### config.mk
export PLATFORM = sky130hd
export DESIGN_NAME = nvbp_host
export DESIGN_NICKNAME = d
export VERILOG_FILES = /design/src/design/nvbp_pkg.sv /design/src/design/nvbp_timer_if.sv /design/src/design/nvbp_host.sv /design/src/design/nvbp_phase_timer.sv
export SDC_FILE = /design/constraint.sdc
export NUM_CORES = 1
export LEC_CHECK = 0
export ABC_CLOCK_PERIOD_IN_PS = 2000
export BUFFER_PORTS_ARGS = -buffer_cell sky130_fd_sc_hd__buf_4
export CAP_MARGIN = 20
export CORE_MARGIN = 2
export CORE_UTILIZATION = 44
export DETAILED_ROUTE_END_ITERATION = 8
export GPL_TIMING_DRIVEN = 0
export HOLD_SLACK_MARGIN = 0.03
export PLACE_DENSITY = 0.75
export SETUP_SLACK_MARGIN = 0.5
export SLEW_MARGIN = 20
export SYNTH_ARGS = -nofsm -noshare
export SYNTH_HDL_FRONTEND = slang
export SYNTH_SLANG_ARGS = --single-unit
### constraint.sdc
create_clock -name clk_sys_i -period 2 [get_ports clk_sys_i]
set_input_delay 0.5 -clock clk_sys_i [delete_from_list [all_inputs] [get_ports clk_sys_i]]
set_output_delay 0.5 -clock clk_sys_i [all_outputs]
set_load 0.01 [all_outputs]
### src/design/nvbp_pkg.sv
`default_nettype none
package nvbp_pkg;
  // ----------------------------------------------------------------
  // address layout
  // ----------------------------------------------------------------
  localparam int ADDR_W = 13;
  localparam int DATA_W = 8;
  localparam int ROW_LSB = 0;
  localparam int ROW_W = 8;
  localparam int COL_LSB = 8;
  localparam int COL_W = 2;
  localparam int BLK_LSB = 10;
  localparam int BLK_W = 3;
  // ----------------------------------------------------------------
  // timing, ns and derived cycles at the system clock
  // ----------------------------------------------------------------
  localparam int CLK_PERIOD_NS = 40;
  localparam int ACTIVE_MIN_NS = 120;
  localparam int ACTIVE_MAX_NS = 10000;
  localparam int PRECHARGE_MIN_NS = 60;
  localparam int ACCESS_NS = 120;
  localparam int WRITE_PULSE_NS = 40;
  localparam int ADDR_HOLD_NS = 10;
  // least times round up
  localparam int ACTIVE_MIN_CYC =
    (ACTIVE_MIN_NS + CLK_PERIOD_NS - 1) / CLK_PERIOD_NS;
  localparam int PRECHARGE_CYC =
    (PRECHARGE_MIN_NS + CLK_PERIOD_NS - 1) / CLK_PERIOD_NS;
  localparam int ACCESS_CYC =
    (ACCESS_NS + CLK_PERIOD_NS - 1) / CLK_PERIOD_NS;
  localparam int WRITE_PULSE_CYC =
    (WRITE_PULSE_NS + CLK_PERIOD_NS - 1) / CLK_PERIOD_NS;
  localparam int ADDR_HOLD_CYC =
    (ADDR_HOLD_NS + CLK_PERIOD_NS - 1) / CLK_PERIOD_NS;
  // longest time rounds down
  localparam int ACTIVE_MAX_CYC = ACTIVE_MAX_NS / CLK_PERIOD_NS;
  localparam int CNT_W = 4;
  // ----------------------------------------------------------------
  // sequencer states
  // ----------------------------------------------------------------
  typedef enum logic [3:0] {
    NVBP_IDLE = 4'h1,
    NVBP_ACTIVE = 4'h2,
    NVBP_PRECHARGE = 4'h4,
    NVBP_RESERVED = 4'h8
  } nvbp_state_t;
endpackage : nvbp_pkg
`default_nettype wire

### src/design/nvbp_timer_if.sv
`default_nettype none
// ------------------------------------------------------------------
// load, start value and elapsed count of the phase timer
// ------------------------------------------------------------------
interface nvbp_timer_if;
  logic load;
  logic [nvbp_pkg::CNT_W-1:0] value;
  logic [nvbp_pkg::CNT_W-1:0] elapsed;
  modport owner (output load, output value, input elapsed);
  modport timer (input load, input value, output elapsed);
endinterface : nvbp_timer_if
`default_nettype wire

### src/design/nvbp_host.sv
`default_nettype none
module nvbp_host (
  // clock and reset
  input wire logic clk_sys_i,
  input wire logic rst_i,
  // user request
  input wire logic req_valid_i,
  input wire logic req_write_i,
  input wire logic [nvbp_pkg::ADDR_W-1:0] req_addr_i,
  input wire logic [nvbp_pkg::DATA_W-1:0] req_wdata_i,
  input wire logic supply_ok_i,
  output logic req_ready_o,
  // user answer
  output logic rsp_valid_o,
  output logic [nvbp_pkg::DATA_W-1:0] rsp_rdata_o,
  // decoded address of the cycle in flight
  output logic [nvbp_pkg::BLK_W-1:0] block_select_bits_o,
  output logic [nvbp_pkg::COL_W-1:0] column_select_bits_o,
  output logic [nvbp_pkg::ROW_W-1:0] row_select_bits_o,
  // memory pins
  output logic mem_addr_o_unused_guard_o,
  output logic [nvbp_pkg::ADDR_W-1:0] mem_addr_o,
  output logic chip_sel_n_o,
  output logic write_n_o,
  output logic out_en_n_o,
  input wire logic [nvbp_pkg::DATA_W-1:0] byte_data_lines_i,
  output logic [nvbp_pkg::DATA_W-1:0] byte_data_lines_o,
  output logic byte_data_lines_oe_o
);
  // ----------------------------------------------------------------
  // state and registers
  // ----------------------------------------------------------------
  nvbp_pkg::nvbp_state_t state;
  nvbp_pkg::nvbp_state_t next_state;
  logic is_write;
  logic [nvbp_pkg::ADDR_W-1:0] addr;
  logic [nvbp_pkg::DATA_W-1:0] wdata;
  logic [nvbp_pkg::DATA_W-1:0] din_meta;
  logic [nvbp_pkg::DATA_W-1:0] din_sync;
  logic supply_meta;
  logic supply_sync;
  nvbp_timer_if tmr ();

  nvbp_phase_timer u_timer (
    .clk_sys_i(clk_sys_i),
    .rst_i(rst_i),
    .tmr(tmr)
  );

  // ----------------------------------------------------------------
  // decode
  // ----------------------------------------------------------------
  localparam logic [nvbp_pkg::CNT_W-1:0] ACT_END =
    nvbp_pkg::CNT_W'(nvbp_pkg::ACTIVE_MIN_CYC - 1);
  localparam logic [nvbp_pkg::CNT_W-1:0] WR_START =
    nvbp_pkg::CNT_W'(nvbp_pkg::ADDR_HOLD_CYC);
  localparam logic [nvbp_pkg::CNT_W-1:0] PRE_END =
    nvbp_pkg::CNT_W'(nvbp_pkg::PRECHARGE_CYC - 1);
  // reads keep select low one cycle past the access time, so the byte
  // has stood at the pins a full cycle when the input flop takes it
  localparam logic [nvbp_pkg::CNT_W-1:0] RD_END =
    nvbp_pkg::CNT_W'(nvbp_pkg::ACCESS_CYC);
  // the two sync flops hand that byte on one cycle into precharge
  localparam logic [nvbp_pkg::CNT_W-1:0] SAMPLE_AT =
    nvbp_pkg::CNT_W'(1);
  wire logic in_idle = state == nvbp_pkg::NVBP_IDLE;
  wire logic in_act = state == nvbp_pkg::NVBP_ACTIVE;
  wire logic in_pre = state == nvbp_pkg::NVBP_PRECHARGE;
  // accept only in idle with a valid request and a healthy supply
  wire logic take = in_idle && req_valid_i && supply_sync;
  // select low three cycles for a write, four for a read, both far
  // under the maximum active time
  wire logic [nvbp_pkg::CNT_W-1:0] act_end = is_write ? ACT_END : RD_END;
  wire logic act_done = in_act && tmr.elapsed == act_end;
  wire logic pre_done = in_pre && tmr.elapsed == PRE_END;
  // read byte taken from the sync output once it holds the pin value
  // caught at the select rising edge
  wire logic rd_sample = in_pre && !is_write && tmr.elapsed == SAMPLE_AT;

  assign tmr.load = take || act_done;
  assign tmr.value = '0;
  assign req_ready_o = in_idle && supply_sync;

  // next state: every cycle is access then precharge
  always_comb begin
    next_state = state;
    unique case (state)
      nvbp_pkg::NVBP_IDLE: begin
        if (take) next_state = nvbp_pkg::NVBP_ACTIVE;
      end
      nvbp_pkg::NVBP_ACTIVE: begin
        if (act_done) next_state = nvbp_pkg::NVBP_PRECHARGE;
      end
      nvbp_pkg::NVBP_PRECHARGE: begin
        if (pre_done) next_state = nvbp_pkg::NVBP_IDLE;
      end
      default: next_state = nvbp_pkg::NVBP_IDLE;
    endcase
  end

  // ----------------------------------------------------------------
  // cycle plan, counted from the edge that takes a request
  // ----------------------------------------------------------------
  // write: select and write strobe low for three cycles and rising
  //   together; data driven one cycle longer for hold
  // read: select and output strobe low for four cycles, so the byte
  //   is sampled well after the access time, never at its edge
  // precharge: select high at least two cycles before the next take
  // the answer pulse marks a finished write or a captured read byte
  // trade-off: a read costs one cycle more than a write, bought for
  //   a safe sampling point in front of the two sync flops
  // limitation: the phase timer saturates, so the active time can
  //   never be stretched near its maximum by this sequencer

  // ----------------------------------------------------------------
  // sequencer
  // ----------------------------------------------------------------
  always_ff @(posedge clk_sys_i or posedge rst_i) begin
    if (rst_i) begin
      state <= nvbp_pkg::NVBP_IDLE;
    end else begin
      state <= next_state;
    end
  end

  // request capture; address held for the whole cycle
  always_ff @(posedge clk_sys_i or posedge rst_i) begin
    if (rst_i) begin
      is_write <= 1'b0;
      addr <= '0;
      wdata <= '0;
    end else if (take) begin
      is_write <= req_write_i;
      addr <= req_addr_i;
      wdata <= req_wdata_i;
    end
  end

  // pin inputs pass two flops before use
  always_ff @(posedge clk_sys_i or posedge rst_i) begin
    if (rst_i) begin
      din_meta <= '0;
      din_sync <= '0;
      supply_meta <= 1'b0;
      supply_sync <= 1'b0;
    end else begin
      din_meta <= byte_data_lines_i;
      din_sync <= din_meta;
      supply_meta <= supply_ok_i;
      supply_sync <= supply_meta;
    end
  end

  // ----------------------------------------------------------------
  // pin drive, all registered
  // ----------------------------------------------------------------
  // select pulses per access, never left low
  wire logic next_cs_n = !(take || (in_act && !act_done));
  // write strobe low at select fall: select-controlled write
  wire logic next_we_n = !((take && req_write_i) ||
                           (in_act && is_write && !act_done));
  // output strobe only for reads; early drive is harmless
  wire logic next_oe_n = !((take && !req_write_i) ||
                           (in_act && !is_write && !act_done));
  // data driven through the write and one hold cycle after
  wire logic next_dq_oe = (take && req_write_i) ||
                          (in_act && is_write);

  always_ff @(posedge clk_sys_i or posedge rst_i) begin
    if (rst_i) begin
      chip_sel_n_o <= 1'b1;
      write_n_o <= 1'b1;
      out_en_n_o <= 1'b1;
      byte_data_lines_oe_o <= 1'b0;
    end else begin
      chip_sel_n_o <= next_cs_n;
      write_n_o <= next_we_n;
      out_en_n_o <= next_oe_n;
      byte_data_lines_oe_o <= next_dq_oe;
    end
  end

  assign mem_addr_o = addr;
  assign byte_data_lines_o = wdata;
  assign mem_addr_o_unused_guard_o = 1'b0;
  // row from the low bits, block from the top
  assign row_select_bits_o = addr[nvbp_pkg::ROW_LSB +: nvbp_pkg::ROW_W];
  assign column_select_bits_o =
    addr[nvbp_pkg::COL_LSB +: nvbp_pkg::COL_W];
  assign block_select_bits_o =
    addr[nvbp_pkg::BLK_LSB +: nvbp_pkg::BLK_W];

  // ----------------------------------------------------------------
  // answer pulse for a write or a read, and the read byte
  // ----------------------------------------------------------------
  always_ff @(posedge clk_sys_i or posedge rst_i) begin
    if (rst_i) begin
      rsp_valid_o <= 1'b0;
      rsp_rdata_o <= '0;
    end else begin
      rsp_valid_o <= rd_sample || (pre_done && is_write);
      if (rd_sample) rsp_rdata_o <= din_sync;
    end
  end
endmodule : nvbp_host
`default_nettype wire

### src/design/nvbp_phase_timer.sv
`default_nettype none
// ------------------------------------------------------------------
// phase timer: counts cycles since the last load
// ------------------------------------------------------------------
module nvbp_phase_timer (
  // clock and reset
  input wire logic clk_sys_i,
  input wire logic rst_i,
  // control
  nvbp_timer_if.timer tmr
);
  logic [nvbp_pkg::CNT_W-1:0] count;
  wire logic at_top = &count;
  // saturate so a long stall cannot wrap the count
  always_ff @(posedge clk_sys_i or posedge rst_i) begin
    if (rst_i) begin
      count <= '0;
    end else if (tmr.load) begin
      count <= tmr.value;
    end else if (!at_top) begin
      count <= count + 4'h1;
    end
  end
  assign tmr.elapsed = count;
endmodule : nvbp_phase_timer
`default_nettype wire

# --- After elaboration in Yosys (flattened, before gate mapping) ---
# Cells that the tools add are included.
totals:
  regBits: 61
  inputBits: 34
  wordCells: 61
classes:
  add_sub_neg: 1
  n_eq_ne: 9
  mux: 7
  n_reduce_logical: 29
ops:
  columns: ["operator", "count"]
  rows:
  - ["$mux 4", 5]
  - ["$logic_and 1x1->1", 15]
  - ["$pmux 4 s3", 1]
  - ["$eq 4x1->1 const B", 2]
  - ["$logic_not 1->1", 6]
  - ["$logic_or 1x1->1", 6]
  - ["$ne 2x1->1 const B", 3]
  - ["$add 4x1->4 const B", 1]
  - ["$eq 4x2->1", 1]
  - ["$eq 4x2->1 const B", 1]
  - ["$eq 4x3->1 const B", 1]
  - ["$reduce_and 4->1", 1]
  - ["$reduce_and 3->1", 1]
  - ["$ne 2x2->1 const B", 1]
  - ["$mux 1", 1]

# --- Longest topological paths before layout ---
# Gate-level depths: netlist of run 1.
logic_depth:
  word_depth: 7
  ltp_mapped: 6
  ltp_nobuf: 5

# --- Modules after synthesis ---
# Synthesis of run 1 repeated with hierarchy kept, for this count alone.
hier_totals:
  cells_unflattened: 153
  area_unflattened_um2: 2268.4
by_module_without_submodules:
  columns: ["mod", "n_inst", "cells_each", "area_per_inst_um2"]
  rows:
  - ["nvbp_host", 1, 131, 2054.5]
  - ["nvbp_phase_timer", 1, 22, 214.0]

# --- Least setup slack after synthesis of run 1 ---
# Ideal clock, no wire load.
synth_timing:
  kind: "register to register"
  start: "register u_timer.count (netlist bit u_timer.tmr.elapsed[1])"
  end: "register rsp_rdata_o[0] (netlist bit)"
  setup_time_ns: 0.125
  arrival_ns: 1.883
  path_slack_ns: -0.008
  path_stages_with_launch: 7
  path_buffers: 1
  cell_sequence: "dfrtp_1 -> clkbuf_1 -> inv_1 -> ha_1 -> or3b_4 -> nor4_4 -> mux2_2"
synth_via:
  elab_chain_len: 2
synth_rtl:
  columns: ["item", "line_no", "rtl"]
  rows:
  - ["from (decl)", "nvbp_phase_timer.sv:12", "logic [nvbp_pkg::CNT_W-1:0] count;"]
  - ["from (signal assigned)", "nvbp_phase_timer.sv:19", "count <= tmr.value;"]
  - ["from (signal assigned)", "nvbp_phase_timer.sv:21", "count <= count + 4'h1;"]
  - ["$eq 4x1->1", "nvbp_host.sv:78", "wire logic rd_sample = in_pre && !is_write && tmr.elapsed == SAMPLE_AT;"]
  - ["$logic_and 1x1->1", "nvbp_host.sv:78", null]
  - ["to (signal assigned)", "nvbp_host.sv:202", "if (rd_sample) rsp_rdata_o <= din_sync;"]
  - ["to (decl)", "nvbp_host.sv:15", "output logic [nvbp_pkg::DATA_W-1:0] rsp_rdata_o,"]
# Every way passes these cells.
# A chain may end at the register's enable or synchronous reset.

# --- Worst setup path in the final report of run 1 ---
layout_timing:
  start: "register u_timer.count (netlist bit u_timer.tmr.elapsed[1])"
  end: "register rsp_rdata_o[6] (netlist bit)"
# Same word-level chain as after synthesis.

==> metrics.txt, run 1 <==
status completed; Synth top area share 61.3%; CP Launch Point u_timer.tmr.elapsed[1]; post-synthesis cell area 2280 sq um; Static Leak 0.00166 uW; Worst VDD drop 0.000839 V; Die W between 70 and 80 um; design area 3550 sq um; die footprint 5790 sq um; Sequential Area around 1500 sq um; CTS Sinks 60; Total Routed Length 5020 um; final core utilization 69.9%; initial antenna violation count 0; CP Buf/Inv Count 3; drt pass-1 iters 4; Largest delay share family, worst path simple AND/OR/NAND/NOR gates; CP max stage delay 0.39 ns; fin crit period 1.86 ns; post-synthesis area per instance 14.7 sq um; top cells by area, synth dfrtp_1, mux2_2, buf_4; Worst Tran Pin Value around 0.64 ns; Area growth syn-to-layout 55.2%; RSZ-0062 raised after global routing yes; vias in the first global route 1686; global route overflow 0; later-pin clock latency in the skew report 0.33 ns; FP Rows 26; Clk pin slew, worst setup/hold paths ~0.070 ns; hpwl dp 3220 um; cell taking the most area after synthesis dfrtp_1; top-level port count 83; Via density 4.78; core area 5070 sq um; CP max-delay cell dfrtp_1; drt drc 0; fill cell total of the finished layout 372; fin crit share between 90% and 100%; Distinct cells, synth 32; synthesized netlist cell count 155; # setup viols final 0; Post-Syn Nets between 150 and 200; H-Tree Depth 3; yosys synthesis warning count 0; Avg WL per Cell 15.0 um; Max Slew Vio Count 0; sequential area share after synthesis 65.9%; Critical Path Fanout Max 8; vias 1602; CTS Hold Bufs 0; CTS tree done; Worst Path Required ~2.2 ns; reg-to-reg slack, setup 0.14 ns; Setup crit end kind register; CTS Buffer Depth 2; area occupied by multi-input gates 722 sq um; reg2reg start u_timer.tmr.elapsed[1]; max_cap viols 0; startpoint class of the critical path register; Die Span Y roughly 76 um; # nets final 296; slew margin rel. 57.2%; Min-Delay Path Class input port to async pin; worst path arrival time ~2.1 ns; starting density of the core 45.0%; fmax 537 MHz; Yosys reg bits 60; Ant. Diodes 0; Pwr Density 1190 nW/um^2; critical path cell sequence clkbuf_8 > inv_4 > ha_4 > or3b_4 > nor4_4 > buf_6 > mux2_4; IO buf count 81; Hold Vio Cnt, Final 0; setup_tns 0 ns; Num CTS Buffers 9; first-pass GRT wire length 8130 um; pin count of the biggest net entering global routing 33; Post-DP Area 3010 sq um; Setup Skew between 0.007 and 0.008 ns; Placer Congestion between 0.8 and 0.9; root buffer cell clkbuf_8; layout cells sized above 1 66.4%; Final ANT Viol Nets 0; critical path type register to register; all-layer global routing usage 18.2%; DRT iter0 DRCs 94
repair_timing:
item	4_1_cts	5_1_grt
gates resized for setup	40	22
buffers inserted	9	2
pin swaps	2	1
gates cloned	0	1
hold endpoints to repair	0	0
endpoints found under the setup margin	50	51
flip-flops by register name (all words and copies together), names as in the netlist:
name	count
mem_addr_o	13
byte_data_lines_o	8
din_meta	8
din_sync	8
rsp_rdata_o	8
u_timer.tmr.elapsed	4
state	3
byte_data_lines_oe_o	1
chip_sel_n_o	1
is_write	1
out_en_n_o	1
rsp_valid_o	1
supply_meta	1
supply_sync	1
write_n_o	1
path summary, 6_finish.rpt:
path	endpoint	cells after the start
worst min register to register	din_sync[1]	0
max in group asynchronous	state[0]	3
min in group clk_sys_i	din_meta[5]	1
worst min-delay path	byte_data_lines_o[3]	2
worst max register to register	rsp_rdata_o[6]	7
worst max-delay path	rsp_rdata_o[6]	7
cell families after synthesis:
kind of cell	count (synthesis)	synth area share (%)
AOI/OAI and AO/OA	12	3.40
xor gates and xnor gates	2	0.767
adders and majority gates	2	1.10
buffers and inverters	24	6.41
DFF	60	65.9
muxes	30	14.8
other	1	0.164
and+or+nand+nor	24	7.45
placed cells by master (no fill, tap or decap), types with 2 or more instances in the layout:
| cell | netlist | final |
|---|---|---|
| clkinvlp_4 | 0 | 2 |
| clkbuf_1 | 1 | 2 |
| o21ai_0 | 3 | 3 |
| nand3_1 | 3 | 3 |
| a21oi_1 | 2 | 2 |
| bufinv_16 | 0 | 2 |
| dfstp_2 | 4 | 4 |
| dfrtp_1 | 56 | 53 |
| mux2_4 | 0 | 8 |
| dfrtp_2 | 0 | 3 |
| nand3b_1 | 2 | 2 |
| nor2_1 | 3 | 2 |
| clkbuf_8 | 0 | 11 |
| a31oi_1 | 3 | 3 |
| buf_4 | 14 | 79 |
| inv_1 | 6 | 3 |
| buf_6 | 0 | 30 |
| nor3_1 | 4 | 3 |
| mux2_2 | 30 | 22 |
| nor3b_1 | 3 | 2 |
through the flow:
stage               hold WS (ns)  total power (uW)  setup WS [ns]  instances
detailed placement         0.336              2770         -0.160        307
global route               0.252              4440         0.0692        335
finish                     0.254              4230          0.138        335
CTS                        0.253              4160         0.0759        332
floorplan                  0.331              2230         0.0896        155
global placement           0.332              2700        -0.0883        306
layer usage:
layer  part of all wire (%)  track usage, %  vias to the layer above
met5                      0               0                        -
met4                    1.9            8.18                        0
met3                    6.4            5.92                       10
met2                     54            30.9                       65
met1                     38            21.2                      793
li1                       -               -                      734
synth_stat cells:
master and n:
conb_1 1, or2b_2 1, clkbuf_1 1, a32oi_1 1
nor3b_1 3, nand3b_1 2, dfrtp_1 56, nand4bb_1 1
xnor2_1 1, dfstp_2 4, a2111oi_0 1, a22o_1 1
nand2b_1 1, nand3_1 3, ha_1 2, and4_1 1
nor2b_1 1, a21oi_1 2, o21a_1 1, buf_2 3
nor4_1 1, nor3_1 4, mux2_2 30, xor2_1 1
nand4_1 1, inv_1 6, o21ai_0 3, nor4_4 1
or3b_4 1, nor2_1 3, a31oi_1 3, buf_4 14
final cells by class:
cell class                 count  area share [%]
sequential                    60            42.6
timing repair buffer          94            21.9
multi-input combinational     71            20.4
buffer                        18            5.68
clock buffer                  12            4.09
tap                           70            2.47
clock inverter                 4            2.05
inverter                       6           0.812
where the power goes:
group	leakage [uW]	total, uW	switching [uW]	internal, uW
Combinational	0.000835	1400	530	872
Clock	0.000107	1180	449	734
Sequential	0.000720	1650	202	1440
No activity file was read; power rests on OpenSTA's default activity.
==> run 2, diff against run 1 <==
--- a/config.mk
+++ b/config.mk
@@ -9,11 +9,10 @@
 export BUFFER_PORTS_ARGS = -buffer_cell sky130_fd_sc_hd__buf_4
 export CAP_MARGIN = 20
 export CORE_MARGIN = 2
-export CORE_UTILIZATION = 44
+export CORE_UTILIZATION = 30
 export DETAILED_ROUTE_END_ITERATION = 8
 export GPL_TIMING_DRIVEN = 0
 export HOLD_SLACK_MARGIN = 0.03
-export PLACE_DENSITY = 0.75
 export SETUP_SLACK_MARGIN = 0.5
 export SLEW_MARGIN = 20
 export SYNTH_ARGS = -nofsm -noshare
==> run 2 against run 1 <==
Compared with the run above: setup slack lost 0.021 ns; wire length rose by 7.3%; core utilization shrank 17 points; combinational power up 20%; largest cell class unchanged; critical path type unchanged; final cell count is 12% higher; first-iteration DRC count fell by 68%; final area is 9.4% higher; register-to-register slack got worse by 0.02 ns; fmax fell by 1.1%; clock power increased by 14%; via count is 0.87% higher; critical path depth grew 3.
==> metrics.txt, run 2 (synthesis results as in run 1) <==
status completed; fin crit share 94.1% (+1.0 points); Clk pin slew, worst setup/hold paths 0.07 ns (about the same); Worst Path Required 2.26 ns (+0.04 ns); Placer Congestion 0.796 (-2.3%); pin count of the biggest net entering global routing 25 (-24%); Die Span Y 91.3 um (+20%); Most Frequent Cell on Critical Path buf_6; # setup viols final 0 (unchanged); Critical Path Fanout Max 3 (-5); CTS Sinks 60 (unchanged); fin crit period 1.88 ns (+0.0207 ns); Area growth syn-to-layout 69.7%; critical path type register to register; CTS tree done; # nets final 307 (+3.7%); CP max-delay cell dfrtp_1; Final ANT Viol Nets 0 (unchanged); Worst VDD drop 0.000761 V (-9.2%); Hold Vio Cnt, Final 0 (unchanged); H-Tree Depth 3 (unchanged); initial antenna violation count 0 (unchanged); core area 7330 sq um (+44%); Avg WL per Cell 14.4 um (-4.1%); combinational power share 35.9% (+2.8 points); FP Rows 31 (+19%); CP max stage delay 0.39 ns (about the same); critical path cell sequence clkbuf_8 > inv_4 > ha_4 > or3b_4 > buf_4 > buf_6 > buf_6 > buf_6 > nor3b_1 > a21oi_1; drt pass-1 iters 3 (-1); DRT iter0 DRCs 30 (-68%); Die W 91.3 um (+20%); Largest register FFs 13 (unchanged); Min-Delay Path Class input port to async pin; reg2reg start u_timer.tmr.elapsed[1]; global route overflow 0 (unchanged); RSZ-0062 raised after global routing yes; fmax 531 MHz (-1.1%); Largest delay share family, worst path buffers and inverters; most frequent cells in the layout buf_4, dfrtp_1, buf_6; top-level port count 83 (unchanged); hpwl dp 3230 um (+0.16%); Sw Pwr 1300 uW (+9.8%); Total Routed Length 5390 um (+7.3%); Setup Skew 0.00858 ns (+0.00117 ns); root buffer cell clkbuf_8; worst path arrival time 2.14 ns (+0.06 ns); layout cells sized above 1 69.2% (+2.8 points); setup_tns 0 ns (unchanged); drt drc 0 (unchanged); most common cell after layout, fill and taps aside buf_4; Static Leak 0.00184 uW (+11%); hold_ws 0.187 ns (-0.0666 ns); fill cell total of the finished layout 628 (+69%); CTS Buffer Depth 2 (unchanged); CP Buf/Inv Count 6 (+3); Max Slew Vio Count 0 (unchanged); Setup crit end kind register; vias 1616 (+0.87%); Via density 4.31 (-9.9%); Num CTS Buffers 9 (unchanged); Ant. Diodes 0 (unchanged); startpoint class of the critical path register; CP Launch Point u_timer.tmr.elapsed[1]; clock share of power 28.7% (+0.7 points); die footprint 8330 sq um (+44%); max_cap viols 0 (unchanged); Cell Int Power 3400 uW (+11%); later-pin clock latency in the skew report 0.33 ns (about the same); all-layer global routing usage 13.8% (-4.4 points); vias in the first global route 1751 (+3.9%); sequential power share 35.4% (-3.5 points); IO buf count 81 (unchanged); Pwr Density 1210 nW/um^2 (+1.4%); first-pass GRT wire length 8790 um (+8.1%); starting density of the core 31.2% (-14 points); Sw Share 27.6% (-0.29 points)
## run 2: cell types whose count changed in the layout (fill, tap and decap cells not counted), sizes merged
cell	change
clkbuf	-2
buf	+11
clkinv	+1
bufinv	+1
## run 2: worst register-to-register path: cells and delay by family (launching register included)
kind | cells | cell delay [ns]
simple gates | 2 | 0.52
flops | 1 | 0.39
fa+ha+maj | 1 | 0.11
compound gates | 1 | 0.13
buf+inv | 6 | 0.66
## run 2: worst paths after layout
kind,slack [ns],cells after the start,to
max in group asynchronous,1.26,3,chip_sel_n_o
setup / recovery,0.12,10,state[0]
setup reg to reg,0.12,10,state[0]
hold / removal,0.19,2,byte_data_lines_o[7]
hold reg to reg,0.34,0,din_sync[4]
min in group clk_sys_i,0.27,1,din_meta[3]
## run 2: per-stage QoR
step	area [sq um]	power, uW	cells	util (%)	setup slack (ns)
global placement	3030	2730	335	41.3	-0.148
floorplan	2290	2230	155	-	0.0896
global route	3880	4940	375	52.9	0.0663
finish	3880	4690	375	52.9	0.118
detailed placement	3080	2770	337	42.0	-0.145
CTS	3700	4500	366	50.5	0.0845
## run 2: repair_timing
| action | CTS | global route |
|---|---|---|
| endpoints found under the setup margin | 53 | 52 |
| gates resized for setup | 66 | 26 |
| hold buffers | 0 | 0 |
| gates cloned | 2 | 0 |
| pin swaps | 2 | 4 |
| buffers inserted | 11 | 9 |
## run 2: per-layer routing
layer	vias to the layer above	wire length, um	track usage [%]
li1	754	-	-
met1	799	2270	16.7
met2	56	2690	21.8
met3	7	363	6.56
met4	0	65	4.17
met5	-	0	0
## run 2: power groups by stage
stage / Clock (uW) / Sequential (uW) / Combinational (uW)
6_report: 1350 / 1660 / 1680
5_1_grt: 1450 / 1700 / 1800
4_1_cts: 1380 / 1640 / 1480
3_5_place_dp: 0 / 1640 / 1120
3_3_place_gp: 0 / 1640 / 1090
2_1_floorplan: 0 / 1680 / 543
## run 2: final cells by class
type | instances | area [sq um] | area share, %
clock inverter | 6 | 111 | 2.87
buffer | 18 | 205 | 5.29
multi-input combinational | 71 | 818 | 21.1
sequential | 60 | 1510 | 38.9
clock buffer | 10 | 138 | 3.55
timing repair buffer | 105 | 943 | 24.3
inverter | 6 | 28.8 | 0.742
tap | 99 | 124 | 3.19
==> run 3, diff against run 2 <==
--- a/config.mk
+++ b/config.mk
@@ -8,11 +8,14 @@
 export ABC_CLOCK_PERIOD_IN_PS = 2000
 export BUFFER_PORTS_ARGS = -buffer_cell sky130_fd_sc_hd__buf_4
 export CAP_MARGIN = 20
+export CELL_PAD_IN_SITES_DETAIL_PLACEMENT = 0
+export CELL_PAD_IN_SITES_GLOBAL_PLACEMENT = 1
 export CORE_MARGIN = 2
-export CORE_UTILIZATION = 30
+export CORE_UTILIZATION = 35
 export DETAILED_ROUTE_END_ITERATION = 8
 export GPL_TIMING_DRIVEN = 0
 export HOLD_SLACK_MARGIN = 0.03
+export PLACE_DENSITY_LB_ADDON = 0.1
 export SETUP_SLACK_MARGIN = 0.5
 export SLEW_MARGIN = 20
 export SYNTH_ARGS = -nofsm -noshare
==> run 3 against run 2 <==
Compared with the run above: via count shrank 1.2%; final area shrank 3.0%; highest routed layer unchanged; sequential share of layout area grew 1.3 points; fmax grew 1.6%; final cell count shrank 7.2%; core utilization grew 6.7 points; clock-buffer cell count grew 2; combinational power shrank 9%; clock power is essentially flat; critical path type unchanged; hold slack gained 0.051 ns.
==> metrics.txt, run 3 (synthesis results as in run 1) <==
hpwl dp 3000 um (-7.2%); fmax 540 MHz (+1.6%); first-pass GRT wire length 7780 um (-12%); status completed; Pwr Density 1210 nW/um^2 (-0.27%); global route overflow 0 (unchanged); CTS Sinks 60 (unchanged); reg2reg end rsp_rdata_o[1]; drt drc 0 (unchanged); CTS Buffer Depth 2 (unchanged); max_cap viols 0 (unchanged); drt pass-1 iters 5 (+2); core area 6310 sq um (-14%); later-pin clock latency in the skew report 0.33 ns (about the same); fin crit period 1.85 ns (-0.0292 ns); H-Tree Depth 3 (unchanged); Worst Tran Pin Value 0.608 ns; Via density 4.59 (+6.4%); slew margin rel. between 50 and 60%; Setup Skew 0.00420 ns (-0.00438 ns); FP Rows 29 (-6.5%); r2r worst-path depth 7 (-3); reg-to-reg slack, setup 0.15 ns (+0.03 ns); DRT iter0 DRCs 31 (+3.3%); RSZ-0062 raised after global routing yes; fin crit share 92.7% (-1.5 points); Clk pin slew, worst setup/hold paths 0.07 ns (about the same); CTS Hold Bufs 0 (unchanged); Min-Delay Path Class input port to async pin; post-placement cell count 314 (-6.8%); root buffer cell clkbuf_8; Max Slew Vio Count 0 (unchanged); Area growth syn-to-layout 64.6%; # nets final 302 (-1.6%); IO buf count 81 (unchanged); # setup viols final 0 (unchanged); all-layer global routing usage 14.1% (+0.30 points); final core utilization 59.6% (+6.7 points); Die W 84.8 um (-7.1%); Static Leak 0.00181 uW (-1.9%); layout cells sized above 1 66.8% (-2.4 points); Die Span Y 84.8 um (-7.1%); Largest register FFs 13 (unchanged); Total Routed Length 5030 um (-6.7%); Final ANT Viol Nets 0 (unchanged); reg2reg start u_timer.tmr.elapsed[1]; starting density of the core 36.2% (+5.0 points); die footprint 7190 sq um (-14%); most common cell after layout, fill and taps aside buf_4; pin count of the biggest net entering global routing 35 (+40%); vias in the first global route 1602 (-8.5%); startpoint class of the critical path register; initial antenna violation count 0 (unchanged); Avg WL per Cell 14.4 um (+0.50%); Placer Congestion 0.725 (-8.9%); final std cells w/o fill 348 (-7.2%); Hold Vio Cnt, Final 0 (unchanged); Num CTS Buffers 9 (unchanged); most frequent cells in the layout buf_4, dfrtp_1, buf_6, mux2_4, clkbuf_8; Worst Path Required 2.22 ns (-0.04 ns); Critical Path Fanout Max 5 (+2); CTS tree done; top-level port count 83 (unchanged); Worst VDD drop 0.000795 V (+4.4%); Ant. Diodes 0 (unchanged); worst path arrival time 2.07 ns (-0.07 ns); vias 1596 (-1.2%); critical path type register to register; Setup crit end kind register
-- run 3: cell types whose count changed in the layout (fill, tap and decap cells not counted), sizes merged --
cell | previous run | this run
clkinvlp | 2 | 1
clkbuf | 11 | 15
clkinv | 2 | 1
buf | 122 | 115
-- run 3: cell type report --
type / count / area, sq um
Buffer: 18 / 209
Clock buffer: 12 / 155
Clock inverter: 4 / 95.1
Fill cell: 518 / 2550
Inverter: 6 / 28.8
Multi-Input combinational cell: 71 / 797
Sequential cell: 60 / 1510
Tap cell: 77 / 96.3
Timing Repair Buffer: 100 / 868
-- run 3: layer usage --
| layer | track usage [%] | part of all wire, % | up-vias |
|---|---|---|---|
| li1 | - | - | 746 |
| met1 | 18.4 | 44 | 776 |
| met4 | 7.36 | 1.5 | 0 |
| met2 | 20.7 | 48 | 62 |
| met3 | 4.92 | 6.1 | 12 |
| met5 | 0 | 0 | - |
-- run 3: report_power, final --
group          internal [uW]  leakage [uW]  total (uW)  switching, uW
Clock                    895      0.000127        1360            470
Combinational            987      0.000958        1530            538
Sequential              1440      0.000720        1650            205
Total                   3330       0.00181        4540           1210
-- run 3: through the flow --
step	cell area (sq um)	setup slack [ns]	hold WS, ns	power [uW]	setup TNS, ns
2_1_floorplan	2290	0.0896	0.331	2230	0
5_1_grt	3760	0.0440	0.243	4780	0
4_1_cts	3460	0.0710	0.246	4300	0
6_report	3760	0.147	0.238	4540	0
3_3_place_gp	3000	-0.117	0.332	2730	-0.925
3_5_place_dp	3020	-0.162	0.335	2750	-1.24
-- run 3: timing repair --
| item | CTS | global route |
|---|---|---|
| setup endpoints to repair | 45 | 51 |
| setup buffers | 6 | 9 |
| resized for setup | 39 | 42 |
| hold endpoints to repair | 0 | 0 |
| cloned | 0 | 3 |
| pin swaps | 1 | 3 |
-- run 3: how the worst max path moves through the flow --
stage / depth (start not counted) / endpoint / from
4_1_cts: 7 / rsp_rdata_o[6] / u_timer.tmr.elapsed[1]
3_3_place_gp: 6 / rsp_rdata_o[4] / u_timer.tmr.elapsed[1]
2_1_floorplan: 6 / rsp_rdata_o[0] / u_timer.tmr.elapsed[1]
6_report: 7 / rsp_rdata_o[1] / u_timer.tmr.elapsed[1]
3_5_place_dp: 6 / rsp_rdata_o[1] / u_timer.tmr.elapsed[1]
5_1_grt: 7 / rsp_rdata_o[6] / u_timer.tmr.elapsed[1]
-- run 3: worst max-delay path, cell delays in order, from the launching register on --
cell      delay, ns
dfrtp_1        0.39
clkbuf_8       0.14
inv_4          0.05
ha_4           0.11
or3b_4         0.39
nor4_4         0.18
buf_6          0.18
mux2_4         0.31
